[src/fpx_params.svh]
// Register offsets, field positions, reset values and numeric limits of the exception unit
`ifndef FPX_PARAMS_SVH
`define FPX_PARAMS_SVH

`define FPX_OFF_ARITH_CTRL 12'h000
`define FPX_OFF_FLAGS      12'h004
`define FPX_OFF_FINFO      12'h008
`define FPX_OFF_FEXP       12'h00C
`define FPX_OFF_FSIG_LO    12'h010
`define FPX_OFF_FSIG_HI    12'h014

`define FPX_BIT_INV        0
`define FPX_BIT_ZDIV       1
`define FPX_BIT_OVF        2
`define FPX_BIT_UNF        3
`define FPX_BIT_INX        4
`define FPX_NUM_EXC        5
`define FPX_RM_LO          8
`define FPX_RM_HI          9
`define FPX_FFLAGS_LO      8
`define FPX_BIAS_ADJ_BIT   1

`define FPX_MASK_RST       5'h1F
`define FPX_RM_RST         2'h0
`define FPX_FLAGS_RST      5'h00

`define FPX_EXT_EMAX       20'sh0_3FFF
`define FPX_EXT_EMIN       (-20'sh0_3FFE)
`define FPX_EXT_BIAS       20'sh0_3FFF
`define FPX_BIAS_ADJ       20'sh0_6000
`define FPX_SGL_EMAX       20'sh0_007F
`define FPX_SGL_EMIN       (-20'sh0_007E)
`define FPX_DBL_EMAX       20'sh0_03FF
`define FPX_DBL_EMIN       (-20'sh0_03FE)

`define FPX_QNAN_SGL       80'h0000_0000_0000_7FC0_0000
`define FPX_QNAN_DBL       80'h0000_7FF8_0000_0000_0000
`define FPX_QNAN_EXT       80'h7FFF_C000_0000_0000_0000
`define FPX_INF_SGL        80'h0000_0000_0000_7F80_0000
`define FPX_INF_DBL        80'h0000_7FF0_0000_0000_0000
`define FPX_INF_EXT        80'h7FFF_8000_0000_0000_0000
`define FPX_INT_MIN        80'h0000_8000_0000_0000_0000
`define FPX_SIG_KEEP_SGL   64'hFFFF_FF00_0000_0000
`define FPX_SIG_KEEP_DBL   64'hFFFF_FFFF_FFFF_F800
`define FPX_SIG_INF        64'h8000_0000_0000_0000
`define FPX_EXP_ALL1       15'h7FFF

`endif

[src/fpx_pkg.sv]
// Types shared by the floating-point exception unit
`default_nettype none
package fpx_pkg;

    typedef logic signed [19:0] fpx_exp_t;

    typedef enum logic [1:0] {
        FPX_FMT_SGL = 2'h0,
        FPX_FMT_DBL = 2'h1,
        FPX_FMT_EXT = 2'h2,
        FPX_FMT_INT = 2'h3
    } fpx_fmt_t;

    typedef enum logic [3:0] {
        FPX_OP_ADD   = 4'h0,
        FPX_OP_SUB   = 4'h1,
        FPX_OP_MUL   = 4'h2,
        FPX_OP_DIV   = 4'h3,
        FPX_OP_REM   = 4'h4,
        FPX_OP_SQRT  = 4'h5,
        FPX_OP_CVTI  = 4'h6,
        FPX_OP_TRIG  = 4'h7,
        FPX_OP_LOGYX = 4'h8,
        FPX_OP_LOGEP = 4'h9,
        FPX_OP_CMPO  = 4'hA,
        FPX_OP_SCALE = 4'hB,
        FPX_OP_OTHER = 4'hC
    } fpx_op_t;

    typedef enum logic [2:0] {
        FPX_FLT_NONE = 3'h0,
        FPX_FLT_INV  = 3'h1,
        FPX_FLT_ZDIV = 3'h2,
        FPX_FLT_OVF  = 3'h3,
        FPX_FLT_UNF  = 3'h4,
        FPX_FLT_INX  = 3'h5
    } fpx_flt_t;

    typedef struct packed {
        logic nan;
        logic snan;
        logic inf;
        logic zero;
        logic neg;
        logic one;
    } fpx_cls_t;

    typedef struct packed {
        fpx_op_t     op;
        fpx_fmt_t    fmt;
        fpx_cls_t    x;
        fpx_cls_t    y;
        logic        exact_inf;
        logic        res_zero;
        logic        sign;
        fpx_exp_t    exp;
        logic [63:0] sig;
        logic [79:0] rnd_res;
        logic        rnd_inexact;
        logic [79:0] den_res;
        logic        den_inexact;
    } fpx_req_t;

    typedef struct packed {
        logic        we;
        logic [79:0] data;
    } fpx_dst_t;

    typedef struct packed {
        logic     valid;
        fpx_flt_t code;
    } fpx_fault_t;

    typedef struct packed {
        logic        sign;
        logic [14:0] exp;
        logic [63:0] sig;
        logic        bias_adj;
    } fpx_rec_t;

endpackage : fpx_pkg
`default_nettype wire

[src/fpx_exception_unit.sv]
// Floating-point exception detection and resolution with APB arithmetic controls
//
// Overview of operation
// - Invalid on SNaN, inf sums, 0*inf, 0/0.
// - Invalid on bad remainder, sqrt, conversion, trig, compare.
// - Invalid on bad log and log-epsilon operands.
// - Masked invalid, float result: standard QNaN, flag.
// - Masked invalid, integer result: most negative integer.
// - Unmasked invalid: no store, flag kept, fault.
// - Zero-divide when finite operands give infinity.
// - Zero-divide: signed infinity and flag, else fault.
// - Overflow past format maximum; never on integer conversion.
// - Masked overflow: store rounded result, set flag.
// - Unmasked overflow: extended record, precision-trimmed fraction.
// - Huge exponent: subtract bias adjust, mark record.
// - Massive scale result: signed infinity or zero.
// - Masked underflow: denormalize; inexact sets flag.
// - Unmasked underflow: no store, record, fault.
// - Tiny exponent: add bias adjust, mark record.
// - Tininess after rounding; denormal loss is inexact.
// - Inexact on rounding loss or masked overflow.
// - Masked inexact: store rounded result, set flag.
// - Unmasked inexact alone: store and fault in the same cycle.
// - Unmasked inexact with over/underflow: record, fault.
// - Flags sticky; only software or reset clears them.
// - Standard QNaN significand is 1.1000...0.
//
// The register offsets and the APB register port were chosen for this implementation.
`default_nettype none
`include "fpx_params.svh"

module fpx_exception_unit (
    input  wire logic              pclk,
    input  wire logic              presetn,
    input  wire logic              psel,
    input  wire logic              penable,
    input  wire logic              pwrite,
    input  wire logic [11:0]       paddr,
    input  wire logic [31:0]       pwdata,
    output logic      [31:0]       prdata,
    output logic                   pready,
    output logic                   pslverr,
    input  wire logic              req_valid,
    input  wire fpx_pkg::fpx_req_t req,
    output fpx_pkg::fpx_dst_t      dst,
    output fpx_pkg::fpx_fault_t    fault,
    output logic      [1:0]        round_mode
);
    import fpx_pkg::*;

    // Operand class helper
    function automatic logic is_fin(input fpx_cls_t c);
        return !c.nan && !c.inf;
    endfunction : is_fin

    function automatic logic is_neg_nz(input fpx_cls_t c);
        return c.neg && !c.zero && !c.nan;
    endfunction : is_neg_nz

    function automatic fpx_exp_t fmt_emax(input fpx_fmt_t f);
        case (f)
            FPX_FMT_SGL: return `FPX_SGL_EMAX;
            FPX_FMT_DBL: return `FPX_DBL_EMAX;
            default:     return `FPX_EXT_EMAX;
        endcase
    endfunction : fmt_emax

    function automatic fpx_exp_t fmt_emin(input fpx_fmt_t f);
        case (f)
            FPX_FMT_SGL: return `FPX_SGL_EMIN;
            FPX_FMT_DBL: return `FPX_DBL_EMIN;
            default:     return `FPX_EXT_EMIN;
        endcase
    endfunction : fmt_emin

    // Encodings are right-aligned in the 80-bit destination word
    function automatic logic [79:0] inf_enc(input fpx_fmt_t f, input logic s);
        logic [79:0] v;
        v = `FPX_INF_EXT;
        case (f)
            FPX_FMT_SGL: v = `FPX_INF_SGL | {48'h0, s, 31'h0};
            FPX_FMT_DBL: v = `FPX_INF_DBL | {16'h0, s, 63'h0};
            default:     v = `FPX_INF_EXT | {s, 79'h0};
        endcase
        return v;
    endfunction : inf_enc

    function automatic logic [79:0] qnan_enc(input fpx_fmt_t f);
        case (f)
            FPX_FMT_SGL: return `FPX_QNAN_SGL;
            FPX_FMT_DBL: return `FPX_QNAN_DBL;
            default:     return `FPX_QNAN_EXT;
        endcase
    endfunction : qnan_enc

    function automatic logic [63:0] sig_keep(input fpx_fmt_t f);
        case (f)
            FPX_FMT_SGL: return `FPX_SIG_KEEP_SGL;
            FPX_FMT_DBL: return `FPX_SIG_KEEP_DBL;
            default:     return {64{1'b1}};
        endcase
    endfunction : sig_keep

    function automatic logic hit(input logic [11:0] a, input logic [11:0] off);
        return a == off;
    endfunction : hit

    // Register state
    logic [`FPX_NUM_EXC-1:0] mask_q;
    logic [1:0]              rm_q;
    logic [`FPX_NUM_EXC-1:0] flag_q;
    fpx_rec_t                rec_q;
    fpx_flt_t                fcode_q;
    fpx_dst_t                dst_q;
    fpx_fault_t              fault_q;
    logic [31:0]             prdata_q;
    logic                    pready_q;
    logic                    pslverr_q;

    // Bus decode
    logic        acc_done;
    logic        wr_done;
    logic        mapped;
    logic [31:0] rd_d;

    assign acc_done = psel && penable && pready_q;
    assign wr_done  = acc_done && pwrite && mapped;

    always_comb begin
        mapped = hit(paddr, `FPX_OFF_ARITH_CTRL) || hit(paddr, `FPX_OFF_FLAGS)
              || hit(paddr, `FPX_OFF_FINFO) || hit(paddr, `FPX_OFF_FEXP)
              || hit(paddr, `FPX_OFF_FSIG_LO) || hit(paddr, `FPX_OFF_FSIG_HI);
        rd_d = 32'h0000_0000;
        if (hit(paddr, `FPX_OFF_ARITH_CTRL)) begin
            rd_d[`FPX_NUM_EXC-1:0]       = mask_q;
            rd_d[`FPX_RM_HI:`FPX_RM_LO]  = rm_q;
        end else if (hit(paddr, `FPX_OFF_FLAGS)) begin
            rd_d[`FPX_NUM_EXC-1:0] = flag_q;
        end else if (hit(paddr, `FPX_OFF_FINFO)) begin
            rd_d[2:0] = fcode_q;
            rd_d[`FPX_FFLAGS_LO + `FPX_BIAS_ADJ_BIT] = rec_q.bias_adj;
        end else if (hit(paddr, `FPX_OFF_FEXP)) begin
            rd_d[15:0] = {rec_q.sign, rec_q.exp};
        end else if (hit(paddr, `FPX_OFF_FSIG_LO)) begin
            rd_d = rec_q.sig[31:0];
        end else if (hit(paddr, `FPX_OFF_FSIG_HI)) begin
            rd_d = rec_q.sig[63:32];
        end
    end

    // Exception classification
    logic     inv;
    logic     zdiv;
    logic     ovf;
    logic     unf;
    logic     zsign;
    fpx_exp_t e_adj;
    fpx_exp_t e_bsd;
    logic     badj;
    logic     massive_big;
    logic     massive_small;
    fpx_rec_t rec_d;

    always_comb begin
        inv = req.x.snan || req.y.snan;
        case (req.op)
            FPX_OP_ADD:   inv = inv || (req.x.inf && req.y.inf && (req.x.neg != req.y.neg));
            FPX_OP_SUB:   inv = inv || (req.x.inf && req.y.inf && (req.x.neg == req.y.neg));
            FPX_OP_MUL:   inv = inv || (req.x.zero && req.y.inf) || (req.x.inf && req.y.zero);
            FPX_OP_DIV:   inv = inv || (req.x.zero && req.y.zero) || (req.x.inf && req.y.inf);
            FPX_OP_REM:   inv = inv || req.y.zero || req.x.inf;
            FPX_OP_SQRT:  inv = inv || is_neg_nz(req.x);
            FPX_OP_CVTI:  inv = inv || req.x.nan;
            FPX_OP_TRIG:  inv = inv || req.x.inf;
            FPX_OP_CMPO:  inv = inv || req.x.nan || req.y.nan;
            FPX_OP_LOGYX: inv = inv || is_neg_nz(req.x) || (req.y.zero && req.x.inf)
                              || (req.y.zero && req.x.zero) || (req.y.inf && req.x.one);
            FPX_OP_LOGEP: inv = inv || (req.y.inf && req.x.zero);
            default:      inv = inv;
        endcase
        // Datapath hint covers other exact infinities from finite operands
        zdiv = !inv && is_fin(req.x) && is_fin(req.y)
            && (((req.op == FPX_OP_DIV) && req.y.zero && !req.x.zero) || req.exact_inf);
        zsign = (req.op == FPX_OP_DIV) ? (req.x.neg ^ req.y.neg) : req.sign;
        // Integer destinations never report floating overflow or underflow
        ovf = !inv && !zdiv && (req.fmt != FPX_FMT_INT) && !req.res_zero
           && (req.exp > fmt_emax(req.fmt));
        // Exponent here is after rounding, so tininess is judged after rounding
        unf = !inv && !zdiv && (req.fmt != FPX_FMT_INT) && !req.res_zero
           && (req.exp < fmt_emin(req.fmt));
    end

    // Fault record: extended format, fraction trimmed to destination precision
    always_comb begin
        e_adj         = req.exp;
        badj          = 1'b0;
        massive_big   = 1'b0;
        massive_small = 1'b0;
        if (req.exp > `FPX_EXT_EMAX) begin
            e_adj       = req.exp - `FPX_BIAS_ADJ;
            badj        = 1'b1;
            massive_big = e_adj > `FPX_EXT_EMAX;
        end else if (req.exp < `FPX_EXT_EMIN) begin
            e_adj         = req.exp + `FPX_BIAS_ADJ;
            badj          = 1'b1;
            massive_small = e_adj < `FPX_EXT_EMIN;
        end
        e_bsd         = e_adj + `FPX_EXT_BIAS;
        rec_d.sign    = req.sign;
        rec_d.exp     = e_bsd[14:0];
        rec_d.sig     = req.sig & sig_keep(req.fmt);
        rec_d.bias_adj = badj;
        if (massive_big) begin
            rec_d.exp = `FPX_EXP_ALL1;
            rec_d.sig = `FPX_SIG_INF;
        end else if (massive_small) begin
            rec_d.exp = 15'h0000;
            rec_d.sig = 64'h0000_0000_0000_0000;
        end
    end

    // Resolution: substitute a result and set flags, or raise a fault
    logic [`FPX_NUM_EXC-1:0] fset;
    fpx_dst_t                dst_d;
    fpx_flt_t                flt_d;
    logic                    rec_we;

    always_comb begin
        fset   = '0;
        dst_d  = '0;
        flt_d  = FPX_FLT_NONE;
        rec_we = 1'b0;
        if (inv) begin
            if (mask_q[`FPX_BIT_INV]) begin
                dst_d.we   = 1'b1;
                dst_d.data = (req.fmt == FPX_FMT_INT) ? `FPX_INT_MIN : qnan_enc(req.fmt);
                fset[`FPX_BIT_INV] = 1'b1;
            end else begin
                flt_d = FPX_FLT_INV;
            end
        end else if (zdiv) begin
            if (mask_q[`FPX_BIT_ZDIV]) begin
                dst_d.we   = 1'b1;
                dst_d.data = inf_enc(req.fmt, zsign);
                fset[`FPX_BIT_ZDIV] = 1'b1;
            end else begin
                flt_d = FPX_FLT_ZDIV;
            end
        end else if (ovf) begin
            if (!mask_q[`FPX_BIT_OVF]) begin
                rec_we = 1'b1;
                flt_d  = FPX_FLT_OVF;
            end else begin
                fset[`FPX_BIT_OVF] = 1'b1;
                // Masked overflow is always inexact as well
                if (mask_q[`FPX_BIT_INX]) begin
                    dst_d.we   = 1'b1;
                    dst_d.data = req.rnd_res;
                    fset[`FPX_BIT_INX] = 1'b1;
                end else begin
                    rec_we = 1'b1;
                    flt_d  = FPX_FLT_INX;
                end
            end
        end else if (unf) begin
            if (!mask_q[`FPX_BIT_UNF]) begin
                rec_we = 1'b1;
                flt_d  = FPX_FLT_UNF;
            end else if (!req.den_inexact) begin
                dst_d.we   = 1'b1;
                dst_d.data = req.den_res;
            end else begin
                fset[`FPX_BIT_UNF] = 1'b1;
                if (mask_q[`FPX_BIT_INX]) begin
                    dst_d.we   = 1'b1;
                    dst_d.data = req.den_res;
                    fset[`FPX_BIT_INX] = 1'b1;
                end else begin
                    rec_we = 1'b1;
                    flt_d  = FPX_FLT_INX;
                end
            end
        end else begin
            dst_d.we   = 1'b1;
            dst_d.data = req.rnd_res;
            if (req.rnd_inexact) begin
                if (mask_q[`FPX_BIT_INX]) begin
                    fset[`FPX_BIT_INX] = 1'b1;
                end else begin
                    flt_d = FPX_FLT_INX;
                end
            end
        end
        if (!req_valid) begin
            fset   = '0;
            dst_d  = '0;
            flt_d  = FPX_FLT_NONE;
            rec_we = 1'b0;
        end
    end

    // Controls: masks and rounding mode
    always_ff @(posedge pclk or negedge presetn) begin
        if (!presetn) begin
            mask_q <= `FPX_MASK_RST;
            rm_q   <= `FPX_RM_RST;
        end else if (wr_done && hit(paddr, `FPX_OFF_ARITH_CTRL)) begin
            mask_q <= pwdata[`FPX_NUM_EXC-1:0];
            rm_q   <= pwdata[`FPX_RM_HI:`FPX_RM_LO];
        end
    end

    // Sticky flags: write one to clear, a new event in the same cycle wins
    genvar gi;
    generate
        for (gi = 0; gi < `FPX_NUM_EXC; gi = gi + 1) begin : g_flag
            always_ff @(posedge pclk or negedge presetn) begin
                if (!presetn) begin
                    flag_q[gi] <= 1'(`FPX_FLAGS_RST >> gi);
                end else begin
                    flag_q[gi] <= fset[gi]
                        || (flag_q[gi] && !(wr_done && hit(paddr, `FPX_OFF_FLAGS) && pwdata[gi]));
                end
            end
        end
    endgenerate

    // Fault information area
    always_ff @(posedge pclk or negedge presetn) begin
        if (!presetn) begin
            rec_q   <= '0;
            fcode_q <= FPX_FLT_NONE;
        end else begin
            if (rec_we) begin
                rec_q <= rec_d;
            end
            if (flt_d != FPX_FLT_NONE) begin
                fcode_q <= flt_d;
            end
        end
    end

    // Destination write and fault dispatch, one cycle after the request
    always_ff @(posedge pclk or negedge presetn) begin
        if (!presetn) begin
            dst_q   <= '0;
            fault_q <= '0;
        end else begin
            dst_q         <= dst_d;
            fault_q.valid <= flt_d != FPX_FLT_NONE;
            fault_q.code  <= flt_d;
        end
    end

    // APB slave: read data is prepared in the setup cycle, so no wait states
    always_ff @(posedge pclk or negedge presetn) begin
        if (!presetn) begin
            pready_q  <= 1'b0;
            pslverr_q <= 1'b0;
            prdata_q  <= 32'h0000_0000;
        end else begin
            pready_q  <= psel && !penable;
            pslverr_q <= psel && !penable && !mapped;
            prdata_q  <= (psel && !penable && !pwrite) ? rd_d : 32'h0000_0000;
        end
    end

    assign prdata     = prdata_q;
    assign pready     = pready_q;
    assign pslverr    = pslverr_q;
    assign dst        = dst_q;
    assign fault      = fault_q;
    assign round_mode = rm_q;

endmodule : fpx_exception_unit
`default_nettype wire

[config.mk]
export PLATFORM = sky130hd
export DESIGN_NAME = fpx_exception_unit
export DESIGN_NICKNAME = d
export VERILOG_FILES = /design/src/fpx_pkg.sv /design/src/fpx_exception_unit.sv
export VERILOG_INCLUDE_DIRS = /design/src
export SDC_FILE = /design/constraint.sdc
export NUM_CORES = 1
export LEC_CHECK = 0
export BUFFER_PORTS_ARGS = -buffer_cell sky130_fd_sc_hd__buf_4
export CAP_MARGIN = 20
export CORE_AREA = 8 8 166 168
export CTS_BUF_LIST = sky130_fd_sc_hd__clkbuf_8 sky130_fd_sc_hd__clkbuf_16
export DETAILED_ROUTE_END_ITERATION = 7
export DIE_AREA = 0 0 174 176
export PLACE_DENSITY = 0.74
export SLEW_MARGIN = 10
export SYNTH_ARGS = -nofsm -noshare
export SYNTH_HDL_FRONTEND = slang
export SYNTH_SLANG_ARGS = --single-unit
[constraint.sdc]
create_clock -name pclk -period 4.4 [get_ports pclk]
set_input_delay 0.22 -clock pclk [delete_from_list [all_inputs] [get_ports pclk]]
set_output_delay 0.22 -clock pclk [all_outputs]
set_load 0.1 [all_outputs]
Yosys cells after proc, flatten, opt, wreduce, memory -nomap -nowiden

Cells that the tools add are included.

Register bits: 215
Input bits: 317
Word-level logic and storage cells: 224

Add/sub/neg operators: 3
Magnitude comparators: 6
Equality and inequality tests: 20
Mux-type cells: 87
Bitwise gates (word level): 2
Reductions and logical operators: 87

Operator list:

| operator                                                         | number |
|---|---|
| 2-to-1 mux 81 bit                                                | 12 |
| 2-to-1 mux 32 bit                                                | 7 |
| case mux 80 bit (2 select lines)                                 | 1 |
| 2-to-1 mux 79 bit                                                | 2 |
| case mux 79 bit (2 select lines)                                 | 1 |
| 2-to-1 mux 80 bit                                                | 1 |
| case mux 40 bit (2 select lines)                                 | 1 |
| AND 64 bit                                                       | 1 |
| case mux 14 bit (2 select lines)                                 | 2 |
| 2-to-1 mux 22 bit                                                | 2 |
| greater-than comparator 20 x 15 -> 1 bit (second input constant) | 2 |
| logical AND 1 bit                                                | 40 |
| less-than comparator 20 x 15 -> 1 bit (second input constant)    | 2 |
| 2-to-1 mux 3 bit                                                 | 13 |
| 2-to-1 mux 16 bit                                                | 2 |
| 2-to-1 mux 1 bit                                                 | 30 |
| 2-to-1 mux 15 bit                                                | 2 |
| logical OR 1 bit                                                 | 27 |
| 2-to-1 mux 27 bit                                                | 1 |
| == test 12 x 4 -> 1 bit (second input constant)                  | 2 |
| == test 12 x 5 -> 1 bit (second input constant)                  | 2 |
| adder 20 x 16 -> 20 bit (second input constant)                  | 1 |
| greater-than comparator 20 x 15 -> 1 bit                         | 1 |
| less-than comparator 20 x 15 -> 1 bit                            | 1 |
| 23 further kinds                                                 | 49 |

Depth between registers and ports, before layout

Word-level depth: 23
Depth in mapped cells: 17
Mapped depth without buffers: 14

Least setup slack after synthesis

OpenSTA, ideal clock, no wires.

Path kind: input port to flip-flop
Start point: input req[261] (netlist name)
End point: register dst_q, in the netlist dst[62]
Library setup time: 122 ps
Arrival time: 3645 ps
Data required time: 4278 ps
Path slack: 633 ps
Stages on the path: 15
Buffers on the path: 1
Cells stage by stage: inv_1 > ha_1 > nor2_1 > clkbuf_1 > inv_1 > ha_1 > or3b_2 > or4_1 > o311ai_0 > a2111oi_1 > nand2_1 > nand2_1 > nand2_1 > a221o_1 > a32o_1

RTL lines:

| what                 | RTL line                  | source |
|---|---|---|
| from (decl)          | fpx_exception_unit.sv:44  | `input wire fpx_pkg::fpx_req_t req,` |
| to (signal assigned) | fpx_exception_unit.sv:349 | `dst_q <= dst_d;` |
| to (decl)            | fpx_exception_unit.sv:114 | `fpx_dst_t dst_q;` |

==> metrics.txt <==
worst-skew pair later-pin latency 0.51 ns; total die area 30600 um^2; post-CTS setup buffers 0; layout cells sized above 1 31.4%; # port buffers 411; Max Slew Vio Count 0; Final Cell Area 16800 um^2; GRT Util Overall 27.5%; Fin. Hold Viols 0; slowest stage cell on the critical path a2111oi_1; Tcrit/Tclk final 87.0%; Layout fillers 1884; Yosys cell types 75; final setup fails 0; instance count of the mapped netlist 1129; sequential area share after synthesis 49.7%; wire length on met3 3.57 mm; fmax 0.261 GHz; max incr delay on CP 0.70 ns; Pwr Total 5780 uW; worst setup margin 0.573 ns; HP Start req[166]; CTS tree built; setup TNS 0 ns; clock-pin transition on the worst setup and hold timing paths 0.06 ns; CP Data Required Time 4.80 ns; LEAKAGE 0.00835 uW; Root Driver clkbuf_16; largest net degree at the start of global routing 128; Async SR Flop Fraction 100%; Setup crit start req[261]; synth warn 0; area delta synth->final 55.1%; Rel. slew slack 36.5%; routed vias 11400; clk buf depth 3; I/O pin cnt 438; routed wire length 44.0 mm; Register Area 5390 um^2; final routed DRC violation total 0; GR Overflow Total 0; critical path cell sequence buf_4, inv_1, ha_1, nor2_1, inv_1, ha_1, or3b_2, or4_1, o311ai_0, a2111oi_1, nand2_1, nand2_1, a21oi_4, buf_12, a221o_1, dlygate4sd3_1; RSZ-0062 raised after global routing false; critical path class in -> reg; Iter 0 DRT Violations 1026; wire length on met2 21.7 mm; status completed; Critical R2R Launch mask_q[4]$_DFFE_PN1P_; final RePlAce weighted congestion 0.934; Num CTS Buffers 25; Vias/cell 5.62; crit end category register; Top Layer Used met5; CTS HTree Levels 1; area of the multi-input gates 5070 um^2; dominant synthesized flop cell dfrtp_1; # resized after CTS 0; nets@finish 2022; Mapped Avg Cell Area 9.60 um^2; CTS sink cnt 215; Mapped Area 10800 um^2; Max Cap Viol 0; VDD IR max 235 uV; Syn Nets 1470; initial antenna violation count 5; Tightest Pin Transition 0.953 ns; post-layout min period 3.83 ns; crit path max fanout 42; cell area after placement 14300 um^2; Starting Density 43.7%; pre-CTS WS 0.451 ns; FF-to-FF setup slack 1.55 ns; pwr dens 344 nW/um^2; die height 176 um; post-route ant nets 0; crit start category primary input; first-pass GRT wire length 67.4 mm; Core Rows 58; Hold Path Class in -> reg; Yosys reg bits 215; number of flops mapped to enable cells by yosys 0; Placeable Area 24800 um^2; Detail Placement HPWL 29.6 mm; number of global-route vias before repair 11700; drt pass-1 iters 5; routed wire length per instance 21.6 um; chip width 174 um; cts hold-fix bufs 168; Final Skew 0.0170 ns; Critical Path AT 4.22 ns; Post-Route M1 WL 16.7 mm
kinds of logic (layout without fill, tap and decap cells):
| family | after synthesis | count (layout) | synth area share [%] |
|---|---|---|---|
| AND/OR/NAND/NOR | 417 | 417 | 19.4 |
| AO/OA/AOI/OAI | 348 | 348 | 21.7 |
| flip-flops | 215 | 215 | 49.7 |
| buffers and inverters | 97 | 667 | 3.88 |
| adder cells (fa/ha/maj) | 24 | 24 | 2.77 |
| multiplexers | 15 | 15 | 1.50 |
| XOR/XNOR | 13 | 13 | 1.05 |
| other | 0 | 5 | 0 |
worst paths after layout:
path | cells past startpoint | endpoint
max reg2reg | 6 | dst[50]$_DFF_PN0_
max in group asynchronous | 3 | dst[79]$_DFF_PN0_
min | 3 | rec_q[5]$_DFFE_PN0P_
min in group asynchronous | 2 | round_mode[0]$_DFFE_PN0P_
max | 16 | dst[51]$_DFF_PN0_
min reg2reg | 2 | rec_q[62]$_DFFE_PN0P_
metal layers:
layer | vias to the layer above | track usage [%]
li1 | 5169 | -
met1 | 5551 | 32.6
met2 | 590 | 46.9
met3 | 121 | 7.01
met4 | 2 | 11.8
met5 | - | 0
worst max-delay path, delay by kind of cell:
kind / cells / cell delay, ns
adders and majority gates: 2 / 0.56
AOI/OAI and AO/OA: 4 / 1.29
and+or+nand+nor: 5 / 1.09
buffers and inverters: 5 / 1.05
area by class of cell:
type,instances,area share [%]
Tap cell,330,2.46
Multi-Input combinational cell,817,30.1
Inverter,20,0.447
Sequential cell,215,32.1
Antenna cell,5,0.0745
Clock inverter,13,0.767
Timing Repair Buffer,602,29.8
Clock buffer,32,4.30
report_power, final:
group / switching [uW] / internal [uW] / total, uW
logic: 830 / 548 / 1380
clock network: 826 / 1280 / 2100
registers: 114 / 2180 / 2300
cell usage after synthesis, drive strengths merged, types with 7 or more instances:
cell,instances,area [um^2]
and2,34,215
ha,24,300
nand2b,7,43.8
a31oi,7,43.8
or3,7,48.8
nor2,63,236
and3,40,250
buf,32,176
dfrtp,210,5260
a222oi,14,140
o211ai,19,148
nand3,42,210
inv,20,75.1
a21oi,88,444
a22o,43,377
nor2b,42,273
mux2,10,113
a31o,29,254
xor2,9,78.8
o21ai,86,430
a22oi,19,143
nand2,138,518
nor3,13,76.3
clkbuf,45,169
per-stage QoR:
stage                     util, %  hold WS [ns]  instances
after global routing         67.7       0.00756       2033
after global placement       57.4         0.402       1814
final                        67.7        0.0123       2034
after CTS                    67.6       0.00114       2028
after floorplan                 -       -0.0756       1129
after detailed placement     57.4         0.397       1815
placed cells by master, fill, tap and decap left out, types with 6 or more instances in the layout:
cell type      Yosys  final
buf_4              1    428
dfrtp_1          210    210
dlygate4sd3_1      0    168
nand2_1          138    138
a21oi_1           87     85
o21ai_0           83     83
nor2_1            63     61
a22o_1            43     43
nand3_1           42     42
nor2b_1           40     40
and3_1            40     40
and2_1            32     32
clkbuf_16          0     25
ha_1              24     24
inv_1             20     22
a22oi_1           19     19
a31o_2            19     19
o211ai_1          18     18
a222oi_1          14     14
nor3_1            12     12
mux2_2            10     10
a31o_1            10     10
xor2_1             9      9
a31oi_1            7      7
nand2b_1           7      7
clkbuf_8           0      7
or3_1              6      6
sequential cells by signal, indices dropped and copies added, names as in the netlist:
| register | flops |
|---|---|
| fault | 4 |
| dst | 81 |
| prdata | 32 |
| pslverr | 1 |
| pready | 1 |
| round_mode | 2 |
| flag_q | 5 |
| fcode_q | 3 |
| mask_q | 5 |
| rec_q | 81 |
Power figures use the tool's default switching activity.
